<file path="src/rtl/usd_pkg.sv">
/*
 * Shared constants and types of the serial data path: register offsets,
 * field positions, reset values and the line-control layout.
 * Assumes a 50 MHz system clock that also serves as the baud reference.
 */
package usd_pkg;

	localparam int unsigned CLK_HZ = 50000000;
	localparam int unsigned ADDR_W = 5;

	// Register byte offsets
	localparam logic [ADDR_W-1:0] OFS_DATA = 5'h00;
	localparam logic [ADDR_W-1:0] OFS_STAT = 5'h04;
	localparam logic [ADDR_W-1:0] OFS_MASK = 5'h08;
	localparam logic [ADDR_W-1:0] OFS_LINE = 5'h0C;
	localparam logic [ADDR_W-1:0] OFS_DIV = 5'h10;
	localparam logic [ADDR_W-1:0] OFS_SCR = 5'h14;
	localparam logic [ADDR_W-1:0] OFS_LSR = 5'h18;

	// Interrupt status / mask bits
	localparam int unsigned IRQ_RX = 0;
	localparam int unsigned IRQ_TX = 1;
	localparam logic [1:0] STAT_RST = 2'h2;
	localparam logic [1:0] MASK_RST = 2'h0;

	// Line status bits
	localparam int unsigned LSR_DR = 0;
	localparam int unsigned LSR_TX_HOLDING_EMPTY = 5;
	localparam int unsigned LSR_TEMT = 6;

	// Line control: word length code (5..8 bits), stop, parity
	typedef struct packed {
		logic even_par;
		logic par_en;
		logic two_stop;
		logic [1:0] len_code;
	} usd_line_t;

	localparam usd_line_t LINE_RST = 5'h03;
	localparam logic [15:0] DIV_RST = 16'h0001;
	localparam logic [3:0] TICKS_LAST = 4'hF;
	localparam logic [3:0] TICKS_MID = 4'h7;
	localparam logic [7:0] SCR_RST = 8'h00;

	typedef struct packed {
		logic [ADDR_W-1:0] addr;
		logic wr;
		logic rd;
	} usd_acc_t;

endpackage

</file>
<file path="src/rtl/usd_uart.sv">
/*
 * Serial data path with baud generator, AHB-Lite register slave and
 * one level interrupt.
 * Assumes all inputs synchronous to clk_i; rx_clk16_i is a slow level
 * whose rising edges mark the receiver's 16x rate.
 */
// Chosen here: the register addresses and register access over AHB-Lite.
// What this block does
// - Receiver timed by its own 16x receive clock, independent of transmit.
// - Serial input shifted in, made parallel, loaded into receive buffer.
// - Complete received character with its interrupt enabled raises interrupt.
// - Reading the receive buffer clears the received-data interrupt.
// - Line control register sets framing of receiver and transmitter.
// - 8-bit scratch register, read/write, no effect on anything else.
// - Transmitter runs on the baud generator 16x output, also driven out.
// - Holding register takes host data; moves to shifter only when idle.
// - Shift register serialized onto the serial output pin.
// - Empty holding register with its interrupt enabled raises interrupt.
// - Writing the holding register clears the holding-empty interrupt.
// - Writing the divisor reloads the 16-bit baud counter at once.
// - Holding-empty flag set as holding data moves into the shifter.
module usd_uart (
	input wire logic clk_i,
	input wire logic rst_b_i,
	input wire logic hsel_i,
	input wire logic [31:0] haddr_i,
	input wire logic [1:0] htrans_i,
	input wire logic hwrite_i,
	input wire logic [2:0] hsize_i,
	input wire logic [31:0] hwdata_i,
	input wire logic hready_i,
	output logic hreadyout_o,
	output logic hresp_o,
	output logic [31:0] hrdata_o,
	input wire logic serial_input_pin_i,
	input wire logic rx_clk16_i,
	output logic serial_output_pin_o,
	output logic baud_16x_clock_out_o,
	output logic irq_o
);
	import usd_pkg::*;

	typedef enum {TX_IDLE, TX_START, TX_DATA, TX_PAR, TX_STOP} usd_tx_t;
	typedef enum {RX_IDLE, RX_START, RX_DATA, RX_PAR, RX_STOP} usd_rx_t;

	function automatic logic [2:0] last_bit(input usd_line_t l);
		return 3'h4 + {1'b0, l.len_code};
	endfunction

	function automatic logic par_of(input logic [7:0] d, input usd_line_t l);
		logic [7:0] m;
		m = 8'hFF >> (3'h3 - {1'b0, l.len_code});
		return (^(d & m)) ^ ~l.even_par;
	endfunction

	usd_acc_t acc_r, acc_nxt;
	usd_line_t line_r;
	logic [15:0] div_r, baud_cnt_r;
	logic [7:0] scr_r, thr_r, rbr_r, tsr_r, rsr_r;
	logic [1:0] stat_r, mask_r;
	logic thr_full_r, rbr_valid_r, baud_tick_r, rclk_d_r;
	logic [3:0] tx_tick_r, rx_tick_r;
	logic [2:0] tx_bit_r, rx_bit_r;
	logic tx_stop2_r, tx_out_r;
	usd_tx_t tx_st_r;
	usd_rx_t rx_st_r;
	logic wr_data, wr_div, rd_data, rx_tick, tx_tick, tx_load, rx_done;
	logic [31:0] rd_val;

	assign hreadyout_o = 1'b1;
	assign hresp_o = 1'b0;

	// Address phase capture
	always_comb begin
		acc_nxt.addr = haddr_i[ADDR_W-1:0];
		acc_nxt.wr = hsel_i & hready_i & htrans_i[1] & hwrite_i;
		acc_nxt.rd = hsel_i & hready_i & htrans_i[1] & ~hwrite_i;
	end

	always_ff @(posedge clk_i or negedge rst_b_i) begin
		if (!rst_b_i) begin
			acc_r <= '0;
		end else begin
			acc_r <= acc_nxt;
		end
	end

	assign wr_data = acc_r.wr && acc_r.addr == OFS_DATA;
	assign wr_div = acc_r.wr && acc_r.addr == OFS_DIV;
	assign rd_data = acc_nxt.rd && acc_nxt.addr == OFS_DATA;

	// Read mux, sampled at the address phase
	always_comb begin
		rd_val = 32'h00000000;
		case (acc_nxt.addr)
			OFS_DATA: rd_val[7:0] = rbr_r;
			OFS_STAT: rd_val[1:0] = stat_r;
			OFS_MASK: rd_val[1:0] = mask_r;
			OFS_LINE: rd_val[4:0] = line_r;
			OFS_DIV: rd_val[15:0] = div_r;
			OFS_SCR: rd_val[7:0] = scr_r;
			OFS_LSR: begin
				rd_val[LSR_DR] = rbr_valid_r;
				rd_val[LSR_TX_HOLDING_EMPTY] = ~thr_full_r;
				rd_val[LSR_TEMT] = ~thr_full_r & (tx_st_r == TX_IDLE);
			end
			default: rd_val = 32'h00000000;
		endcase
	end

	always_ff @(posedge clk_i or negedge rst_b_i) begin
		if (!rst_b_i) begin
			hrdata_o <= 32'h00000000;
		end else if (acc_nxt.rd) begin
			hrdata_o <= rd_val;
		end
	end

	// Software-written configuration
	always_ff @(posedge clk_i or negedge rst_b_i) begin
		if (!rst_b_i) begin
			line_r <= LINE_RST;
			div_r <= DIV_RST;
			mask_r <= MASK_RST;
			scr_r <= SCR_RST;
		end else if (acc_r.wr) begin
			case (acc_r.addr)
				OFS_LINE: line_r <= hwdata_i[4:0];
				OFS_DIV: div_r <= hwdata_i[15:0];
				OFS_MASK: mask_r <= hwdata_i[1:0];
				OFS_SCR: scr_r <= hwdata_i[7:0];
				default: ;
			endcase
		end
	end

	// Baud generator, reloaded on divisor write
	always_ff @(posedge clk_i or negedge rst_b_i) begin
		if (!rst_b_i) begin
			baud_cnt_r <= DIV_RST;
			baud_tick_r <= 1'b0;
		end else if (wr_div) begin
			baud_cnt_r <= hwdata_i[15:0];
			baud_tick_r <= 1'b0;
		end else begin
			baud_tick_r <= (baud_cnt_r <= 16'h0001);
			if (baud_cnt_r <= 16'h0001) begin
				baud_cnt_r <= div_r;
			end else begin
				baud_cnt_r <= baud_cnt_r - 16'h0001;
			end
		end
	end

	assign baud_16x_clock_out_o = baud_tick_r;
	assign tx_tick = baud_tick_r;

	// Receive 16x clock edge
	always_ff @(posedge clk_i or negedge rst_b_i) begin
		if (!rst_b_i) begin
			rclk_d_r <= 1'b0;
		end else begin
			rclk_d_r <= rx_clk16_i;
		end
	end

	assign rx_tick = rx_clk16_i & ~rclk_d_r;

	// Holding register
	assign tx_load = thr_full_r && tx_st_r == TX_IDLE;

	always_ff @(posedge clk_i or negedge rst_b_i) begin
		if (!rst_b_i) begin
			thr_full_r <= 1'b0;
			thr_r <= 8'h00;
		end else if (wr_data) begin
			thr_full_r <= 1'b1;
			thr_r <= hwdata_i[7:0];
		end else if (tx_load) begin
			thr_full_r <= 1'b0;
		end
	end

	// Transmitter
	always_ff @(posedge clk_i or negedge rst_b_i) begin
		if (!rst_b_i) begin
			tx_st_r <= TX_IDLE;
			tsr_r <= 8'h00;
			tx_tick_r <= 4'h0;
			tx_bit_r <= 3'h0;
			tx_stop2_r <= 1'b0;
			tx_out_r <= 1'b1;
		end else if (tx_load) begin
			tsr_r <= thr_r;
			tx_tick_r <= 4'h0;
			tx_bit_r <= 3'h0;
			tx_stop2_r <= 1'b0;
			tx_st_r <= TX_START;
		end else if (tx_tick) begin
			tx_tick_r <= tx_tick_r + 4'h1;
			case (tx_st_r)
				TX_IDLE: tx_out_r <= 1'b1;
				TX_START: begin
					tx_out_r <= 1'b0;
					if (tx_tick_r == TICKS_LAST) begin
						tx_st_r <= TX_DATA;
					end
				end
				TX_DATA: begin
					tx_out_r <= tsr_r[tx_bit_r];
					if (tx_tick_r == TICKS_LAST) begin
						tx_bit_r <= tx_bit_r + 3'h1;
						if (tx_bit_r == last_bit(line_r)) begin
							tx_st_r <= line_r.par_en ? TX_PAR : TX_STOP;
						end
					end
				end
				TX_PAR: begin
					tx_out_r <= par_of(tsr_r, line_r);
					if (tx_tick_r == TICKS_LAST) begin
						tx_st_r <= TX_STOP;
					end
				end
				TX_STOP: begin
					tx_out_r <= 1'b1;
					if (tx_tick_r == TICKS_LAST) begin
						tx_stop2_r <= 1'b1;
						if (tx_stop2_r || !line_r.two_stop) begin
							tx_st_r <= TX_IDLE;
						end
					end
				end
				default: tx_st_r <= TX_IDLE;
			endcase
		end
	end

	assign serial_output_pin_o = tx_out_r;

	// Receiver
	assign rx_done = rx_tick && rx_st_r == RX_STOP &&
		rx_tick_r == TICKS_MID;

	always_ff @(posedge clk_i or negedge rst_b_i) begin
		if (!rst_b_i) begin
			rx_st_r <= RX_IDLE;
			rsr_r <= 8'h00;
			rx_tick_r <= 4'h0;
			rx_bit_r <= 3'h0;
		end else if (rx_tick) begin
			rx_tick_r <= rx_tick_r + 4'h1;
			case (rx_st_r)
				RX_IDLE: begin
					rx_tick_r <= 4'h0;
					if (!serial_input_pin_i) begin
						rx_st_r <= RX_START;
					end
				end
				RX_START: begin
					if (rx_tick_r == 4'h6) begin
						rx_tick_r <= 4'h8;
						rsr_r <= 8'h00;
						rx_bit_r <= 3'h0;
						rx_st_r <= serial_input_pin_i ? RX_IDLE : RX_DATA;
					end
				end
				RX_DATA: begin
					if (rx_tick_r == TICKS_MID) begin
						rsr_r[rx_bit_r] <= serial_input_pin_i;
						rx_bit_r <= rx_bit_r + 3'h1;
						if (rx_bit_r == last_bit(line_r)) begin
							rx_st_r <= line_r.par_en ? RX_PAR : RX_STOP;
						end
					end
				end
				RX_PAR: begin
					if (rx_tick_r == TICKS_MID) begin
						rx_st_r <= RX_STOP;
					end
				end
				RX_STOP: begin
					if (rx_tick_r == TICKS_MID) begin
						rx_st_r <= RX_IDLE;
					end
				end
				default: rx_st_r <= RX_IDLE;
			endcase
		end
	end

	// Receive buffer
	always_ff @(posedge clk_i or negedge rst_b_i) begin
		if (!rst_b_i) begin
			rbr_r <= 8'h00;
			rbr_valid_r <= 1'b0;
		end else if (rx_done) begin
			rbr_r <= rsr_r;
			rbr_valid_r <= 1'b1;
		end else if (rd_data) begin
			rbr_valid_r <= 1'b0;
		end
	end

	// Interrupt status: set wins over any clear, except that a data write beats the holding-empty set
	always_ff @(posedge clk_i or negedge rst_b_i) begin
		if (!rst_b_i) begin
			stat_r <= STAT_RST;
		end else begin
			if (rx_done) begin
				stat_r[IRQ_RX] <= 1'b1;
			end else if (rd_data) begin
				stat_r[IRQ_RX] <= 1'b0;
			end else if (acc_r.wr && acc_r.addr == OFS_STAT &&
				hwdata_i[IRQ_RX]) begin
				stat_r[IRQ_RX] <= 1'b0;
			end
			if (tx_load && !wr_data) begin
				stat_r[IRQ_TX] <= 1'b1;
			end else if (wr_data) begin
				stat_r[IRQ_TX] <= 1'b0;
			end else if (acc_r.wr && acc_r.addr == OFS_STAT &&
				hwdata_i[IRQ_TX]) begin
				stat_r[IRQ_TX] <= 1'b0;
			end
		end
	end

	assign irq_o = |(stat_r & mask_r);
endmodule

</file>
<file path="config.mk">
export PLATFORM = sky130hd
export DESIGN_NAME = usd_uart
export DESIGN_NICKNAME = d
export VERILOG_FILES = /design/src/rtl/usd_pkg.sv /design/src/rtl/usd_uart.sv
export SDC_FILE = /design/constraint.sdc
export NUM_CORES = 1
export LEC_CHECK = 0
export ABC_AREA = 1
export BUFFER_PORTS_ARGS = -buffer_cell sky130_fd_sc_hd__buf_2
export CAP_MARGIN = 30
export CORE_MARGIN = 1
export CORE_UTILIZATION = 26
export DETAILED_ROUTE_END_ITERATION = 12
export PLACE_DENSITY = 0.41
export SYNTH_ARGS = -nofsm -noshare
export SYNTH_HDL_FRONTEND = slang
export SYNTH_SLANG_ARGS = --single-unit
</file>
<file path="constraint.sdc">
create_clock -name clk_i -period 4.2 [get_ports clk_i]
set_input_delay 0.42 -clock clk_i [delete_from_list [all_inputs] [get_ports clk_i]]
set_output_delay 0.42 -clock clk_i [all_outputs]
set_load 0.01 [all_outputs]
</file>
==> results of run 1 <==
final timing paths:
| check | to | start | slack, ns |
|---|---|---|---|
| max reg2reg | baud_cnt_r[7] | acc_r[3] | 2.22 |
| min reg2reg | tsr_r[7] | thr_r[7] | 0.47 |
| min in group clk_i | rclk_d_r | rx_clk16_i | 0.14 |
| min | tx_bit_r[0] | rst_b_i | 0.05 |
| max in group asynchronous | hrdata_o[6] | rst_b_i | 3.15 |
| max | baud_cnt_r[7] | acc_r[3] | 2.22 |
synthesized netlist by cell type, types with 7 or more instances:
library cell and number:
nand3_1 48, inv_1 91, inv_2 9, o22ai_1 7, ha_1 7, o21ai_0 65, nor2_1 52, buf_4 18
a21oi_1 21, nand2_1 231, buf_2 10, o21ai_1 19, dfrtp_1 123, nor3_1 11, o31ai_1 9
metrics by stage:
step	instance area (um2)	power, mW	cells	hold WS, ns	setup WS [ns]
final	7740	3.74	1209	0.0539	2.22
after CTS	7740	3.79	1209	0.114	2.14
after floorplan	6680	2.02	832	0.124	2.58
after global placement	7130	2.22	1177	0.465	2.06
after global routing	7740	3.97	1209	0.114	1.98
after detailed placement	7130	2.22	1177	0.459	2.12
worst max-delay path: stages (launching register included):
cell and delay [ns]:
dfrtp_1 0.42, nor2_4 0.17, nand3_2 0.13, nor2_8 0.37
inv_2 0.22, nand2_4 0.19, inv_2 0.11, o21ai_1 0.13
o21ai_1 0.09
power groups by stage:
| stage | Clock (mW) | Combinational [mW] | Sequential (mW) |
|---|---|---|---|
| final | 1.55 | 0.649 | 1.54 |
| after floorplan | 0 | 0.517 | 1.51 |
| after global placement | 0 | 0.652 | 1.57 |
| after detailed placement | 0 | 0.656 | 1.57 |
| after CTS | 1.58 | 0.660 | 1.55 |
| after global routing | 1.64 | 0.754 | 1.57 |
sequential cells by signal (all words and copies together), names as in the netlist, 6 cells and up:
name,cells
acc_r,6
baud_cnt_r,16
div_r,16
hrdata_o,16
rbr_r,8
rsr_r,8
scr_r,8
thr_r,8
tsr_r,8
layout make-up:
class / count / area, um2
multi-input cells: 569 / 2850
well taps: 330 / 413
clock buffers: 20 / 457
fillers: 2734 / 17400
repair buffers: 49 / 256
inverters: 100 / 375
flip-flops and latches: 129 / 3240
clock inverters: 12 / 158
kinds of logic (layout without fill, tap and decap cells):
group           count (synthesis)  count (layout)
compound gates                147             147
simple gates                  384             384
flops                         129             129
fa+ha+maj                       7               7
other cells                     2              18
xor+xnor                        7               7
buf+inv                       134             181
mux                             6               6
metal layers:
metal,wire (um),GRT usage,vias up
met5,0,0,-
met4,184,0.0373,0
met3,588,0.0254,16
met2,7760,0.219,82
met1,9030,0.206,2512
li1,-,-,2719
==> impl_results.md, run 1 <==
* Status: finished, violations left
* Violated checks: design-rule violations
* Final GP Congestion at 0.800
* Combinational share of power at 0.174
* Period utilisation layout at 0.472
* Fmax at 0.505 GHz
* Power Density at 483 mW/mm2
* Simple-gate share of the synthesized area at 0.259
* Synth area leaders: dfrtp_1, nand2_1, inv_1, o21ai_0, nand3_1
* Number of diodes at 0
* Max_cap viols at 0
* Clock skew at 0.00992 ns
* Sw Share at 0.306
* Top-area cell type share of the netlist area at 0.465
* Clk buf depth at 2
* Mux cell area share after synthesis at 0.0102
* CORE AREA at 0.0251 mm2
* Slew HR at 0.428
* Congestion Overflow GR at 0
* CTS tree: built
* Drt pass-1 iters at 8
* DRC errors left at 1
* Crit path capture type: flip-flop
* Largest net degree at the start of global routing at 85
* # hold bufs at CTS at 0
* Setup CP Type: reg -> reg
* Share of cells above drive strength 1 at 0.154
* Vias at 5329
* Asr flop ratio synth at 1.00
* Reg clk slew, reported paths at 0.06 ns
* XOR/XNOR Fraction of Synth Area at 0.00926
* Clock network power share at 0.413
* Largest family of logic cells by synthesized area: simple AND/OR/NAND/NOR gates
* Worst Path Max Fanout at 27
* Synth Instances at 816
* Setup TNS at 0 ns
* P_int at 2.60 mW
* Row cnt at 58
* Leakage power figure at 3.86 nW
* CTS HTree Levels at 4
* CP Launch Type: flip-flop
* Synth Register Bits at 129
* Sequential share of power at 0.413
* R2R cell count at 8
* # setup viols final at 0
* Post_cts resized at 0
* Hold Path Class: in -> async
* I/O Buffers at 47
* Post-synthesis compound-gate area fraction at 0.128
* Post-CTS Setup Bufs at 0
* Drt initial violations at 358
* Most common cell after layout, fill and taps aside: nand2_1
* Via/cell ratio at 4.41
* Synth cell types at 49
* DIE HEIGHT at 162 um
* Post-DP HPWL at 12900 um
* DR WL/cell at 14.5 um
* CP arrival at 2.27 ns
* Core Util, Final at 0.308
* Global-route wire length before repair at 28800 um
* Drt total wl at 17600 um
* Clk sink count at 129
* Post-synth EDFFs at 0
* Avg Cell Area, Syn at 8.11 um2
* Cell taking the most area after synthesis: dfrtp_1
* Top Ports at 113
* Commonest non-fill, non-tap cells in the layout: nand2_1, dfrtp_1, inv_1
* Max-slew violation count at 0
* Worst endpoint required time at 4.49 ns
* Detail Route Antenna Nets at 0
* Die Area at 0.0261 mm2
* Top FF cell, synth: dfrtp_1
* Initial Util at 0.264
* Worst-Margin Slew at 0.857 ns
* Area added between synthesis and finish at 16.9%
* Adder-cell share of the synthesized area at 0.0132
* Min cycle time layout at 1.98 ns
* All-Layer GR Usage at 0.143
* Synth warn at 0
* Worst-skew pair later-pin latency at 0.42 ns
* Psw at 1.14 mW
* Post-synthesis sequential area ratio at 0.489
* Antenna violations before repair at 0
* RSZ-0062 raised after global routing: false
* Vias in the first global route at 5256
* Maximum VDD drop at 267 uV
* Hold Fails Final Rpt at 0
* Post-synthesis cell area at 0.00662 mm2
* Overall die width at 162 um
* TritonCTS buffer count at 17
* Clock root buffer master: clkbuf_16
* NumNets Final at 949
Note: power is estimated with default switching activity, not from simulation.
==> run 2, diff against run 1 <==
Clock period 4.2 ns to 1.9 ns, I/O delays scaled along.
==> impl_results.md, run 2 (synthesis results as in run 1) <==
* Overall power at 8.44 mW
* Clk sink count at 129
* Fmax at 0.567 GHz
* Drt total wl at 17800 um
* RSZ-0062 raised after global routing: false
* Top Ports at 113
* Row cnt at 58
* DP Cell Count at 1201
* Slowest stage cell, crit path: dfstp_2
* Detail Route Antenna Nets at 0
* Slowest cell delay on critical path at 0.54 ns
* Die Area at 0.0261 mm2
* Min cycle time layout at 1.76 ns
* Reg clk slew, reported paths at 0.06 ns
* Final GP Congestion at 0.790
* Design Area, Final at 0.00807 mm2
* Initial Util at 0.264
* Drt initial violations at 247
* Largest registers: baud_cnt_r x16, div_r x16, hrdata_o x16
* Crit path capture type: flip-flop
* Largest net degree at the start of global routing at 53
* CORE AREA at 0.0251 mm2
* Status: finished, violations left
* Met2 usage at 0.226
* Setup ws final at 0.135 ns
* Antenna violations before repair at 0
* Maximum VDD drop at 579 uV
* Most common cell after layout, fill and taps aside: nand2_1
* Clock root buffer master: clkbuf_16
* DR WL/cell at 14.3 um
* Violated checks: design-rule violations
* Worst-skew pair later-pin latency at 0.43 ns
* Multi-input gate area at 0.00285 mm2
* Drt pass-1 iters at 8
* Worst endpoint required time at 2.21 ns
* DIE HEIGHT at 162 um
* Area added between synthesis and finish at 21.9%
* Post-CTS Setup Bufs at 0
* Hold Path Class: in -> reg
* Clock skew at 0.00923 ns
* DRC errors left at 1
* Number of diodes at 0
* Congestion Overflow GR at 0
* NumNets Final at 983
* Post-DP HPWL at 13600 um
* Worst Path Max Fanout at 8
* All-Layer GR Usage at 0.148
* Overall die width at 162 um
* Cell mode on critical path: nor2_1
* GR peak layer: met2
* Placed Area at 0.00733 mm2
* TritonCTS buffer count at 17
* CP arrival at 2.07 ns
* I/O Buffers at 47
* CTS tree: built
* Slew HR at 0.628
* Met3 usage at 0.0239
* Global-route wire length before repair at 29700 um
* Setup CP Type: reg -> reg
* Worst-Margin Slew at 0.558 ns
* Crit-path cells: inv_1, ha_1, nor2_1, nor2_1, nand3_2, nor2_2, buf_4, a21boi_0, nand2_1
* Max-slew violation count at 0
* Vias at 5367
* # setup viols final at 0
* Sequential Area at 0.00324 mm2
* Hold Fails Final Rpt at 0
* Setup TNS at 0 ns
* Commonest non-fill, non-tap cells in the layout: nand2_1, dfrtp_1, inv_1
* Share of cells above drive strength 1 at 0.176
* CTS HTree Levels at 4
* Via/cell ratio at 4.32
* Fillers at 2712
* Max_cap viols at 0
* Leakage power figure at 4.03 nW
* Vias in the first global route at 5465
* Non-filler cells, final at 1243
* Period utilisation layout at 0.929
* Place WS at 0.120 ns
* Clk buf depth at 2
* Global Route met1 Usage at 0.210
* Power Density at 1050 mW/mm2
* CP Launch Type: flip-flop
## run 2: cell types whose count changed in the layout (fill, tap and decap cells not counted), moves of 2 or more
| cell | change |
|---|---|
| buf_4 | +22 |
| clkinv_4 | +2 |
| clkbuf_8 | -2 |
| dlygate4sd3_1 | +10 |
| buf_12 | +2 |
## run 2: path summary, 6_finish.rpt
check | cells past startpoint | end | startpoint | slack [ns]
setup reg to reg | 9 | baud_cnt_r[12] | baud_cnt_r[0] | 0.14
min in group asynchronous | 2 | tx_tick_r[2] | rst_b_i | 0.29
max in group asynchronous | 3 | div_r[0] | rst_b_i | 0.95
hold reg to reg | 2 | tsr_r[7] | thr_r[7] | 0.47
setup / recovery | 9 | baud_cnt_r[12] | baud_cnt_r[0] | 0.14
hold / removal | 3 | div_r[12] | hwdata_i[12] | 0.01
## run 2: layout make-up
class,instances,area share
Clock inverter,15,0.0259
Inverter,100,0.0465
Sequential cell,129,0.401
Timing Repair Buffer,83,0.0696
Clock buffer,17,0.0527
Tap cell,330,0.0512
Multi-Input combinational cell,569,0.353
## run 2: where the power goes
part / total [mW] / leakage (nW) / internal (mW) / switching, mW
Clock: 3.53 / 0.300 / 2.21 / 1.32
Combinational: 1.50 / 2.22 / 0.557 / 0.944
Sequential: 3.41 / 1.51 / 3.09 / 0.321
Total: 8.44 / 4.03 / 5.86 / 2.58
## run 2: repair_timing
| item | in CTS | in global routing |
|---|---|---|
| resized for setup | 0 | 1 |
| hold buffers | 10 | 0 |
| endpoints found under the setup margin | 0 | 1 |
| endpoints found under the hold margin | 55 | 0 |
## run 2: critical path: cells and delay by family (launching register included)
kind | cells | cell delay [ns]
compound gates | 1 | 0.16
buf+inv | 2 | 0.20
flops | 1 | 0.54
fa+ha+maj | 1 | 0.20
simple gates | 5 | 0.52
## run 2: layer usage
layer | vias up | wire (um)
met5 | - | 0
met4 | 0 | 181
met3 | 11 | 357
met2 | 66 | 7980
met1 | 2496 | 9300
li1 | 2794 | -
## run 2: stage by stage
step | util | hold slack, ns
detailed placement | 0.292 | 0.201
finish | 0.321 | 0.0106
CTS | 0.321 | 0.00315
global placement | 0.292 | 0.201
floorplan | - | -0.106
global route | 0.321 | 0.0211
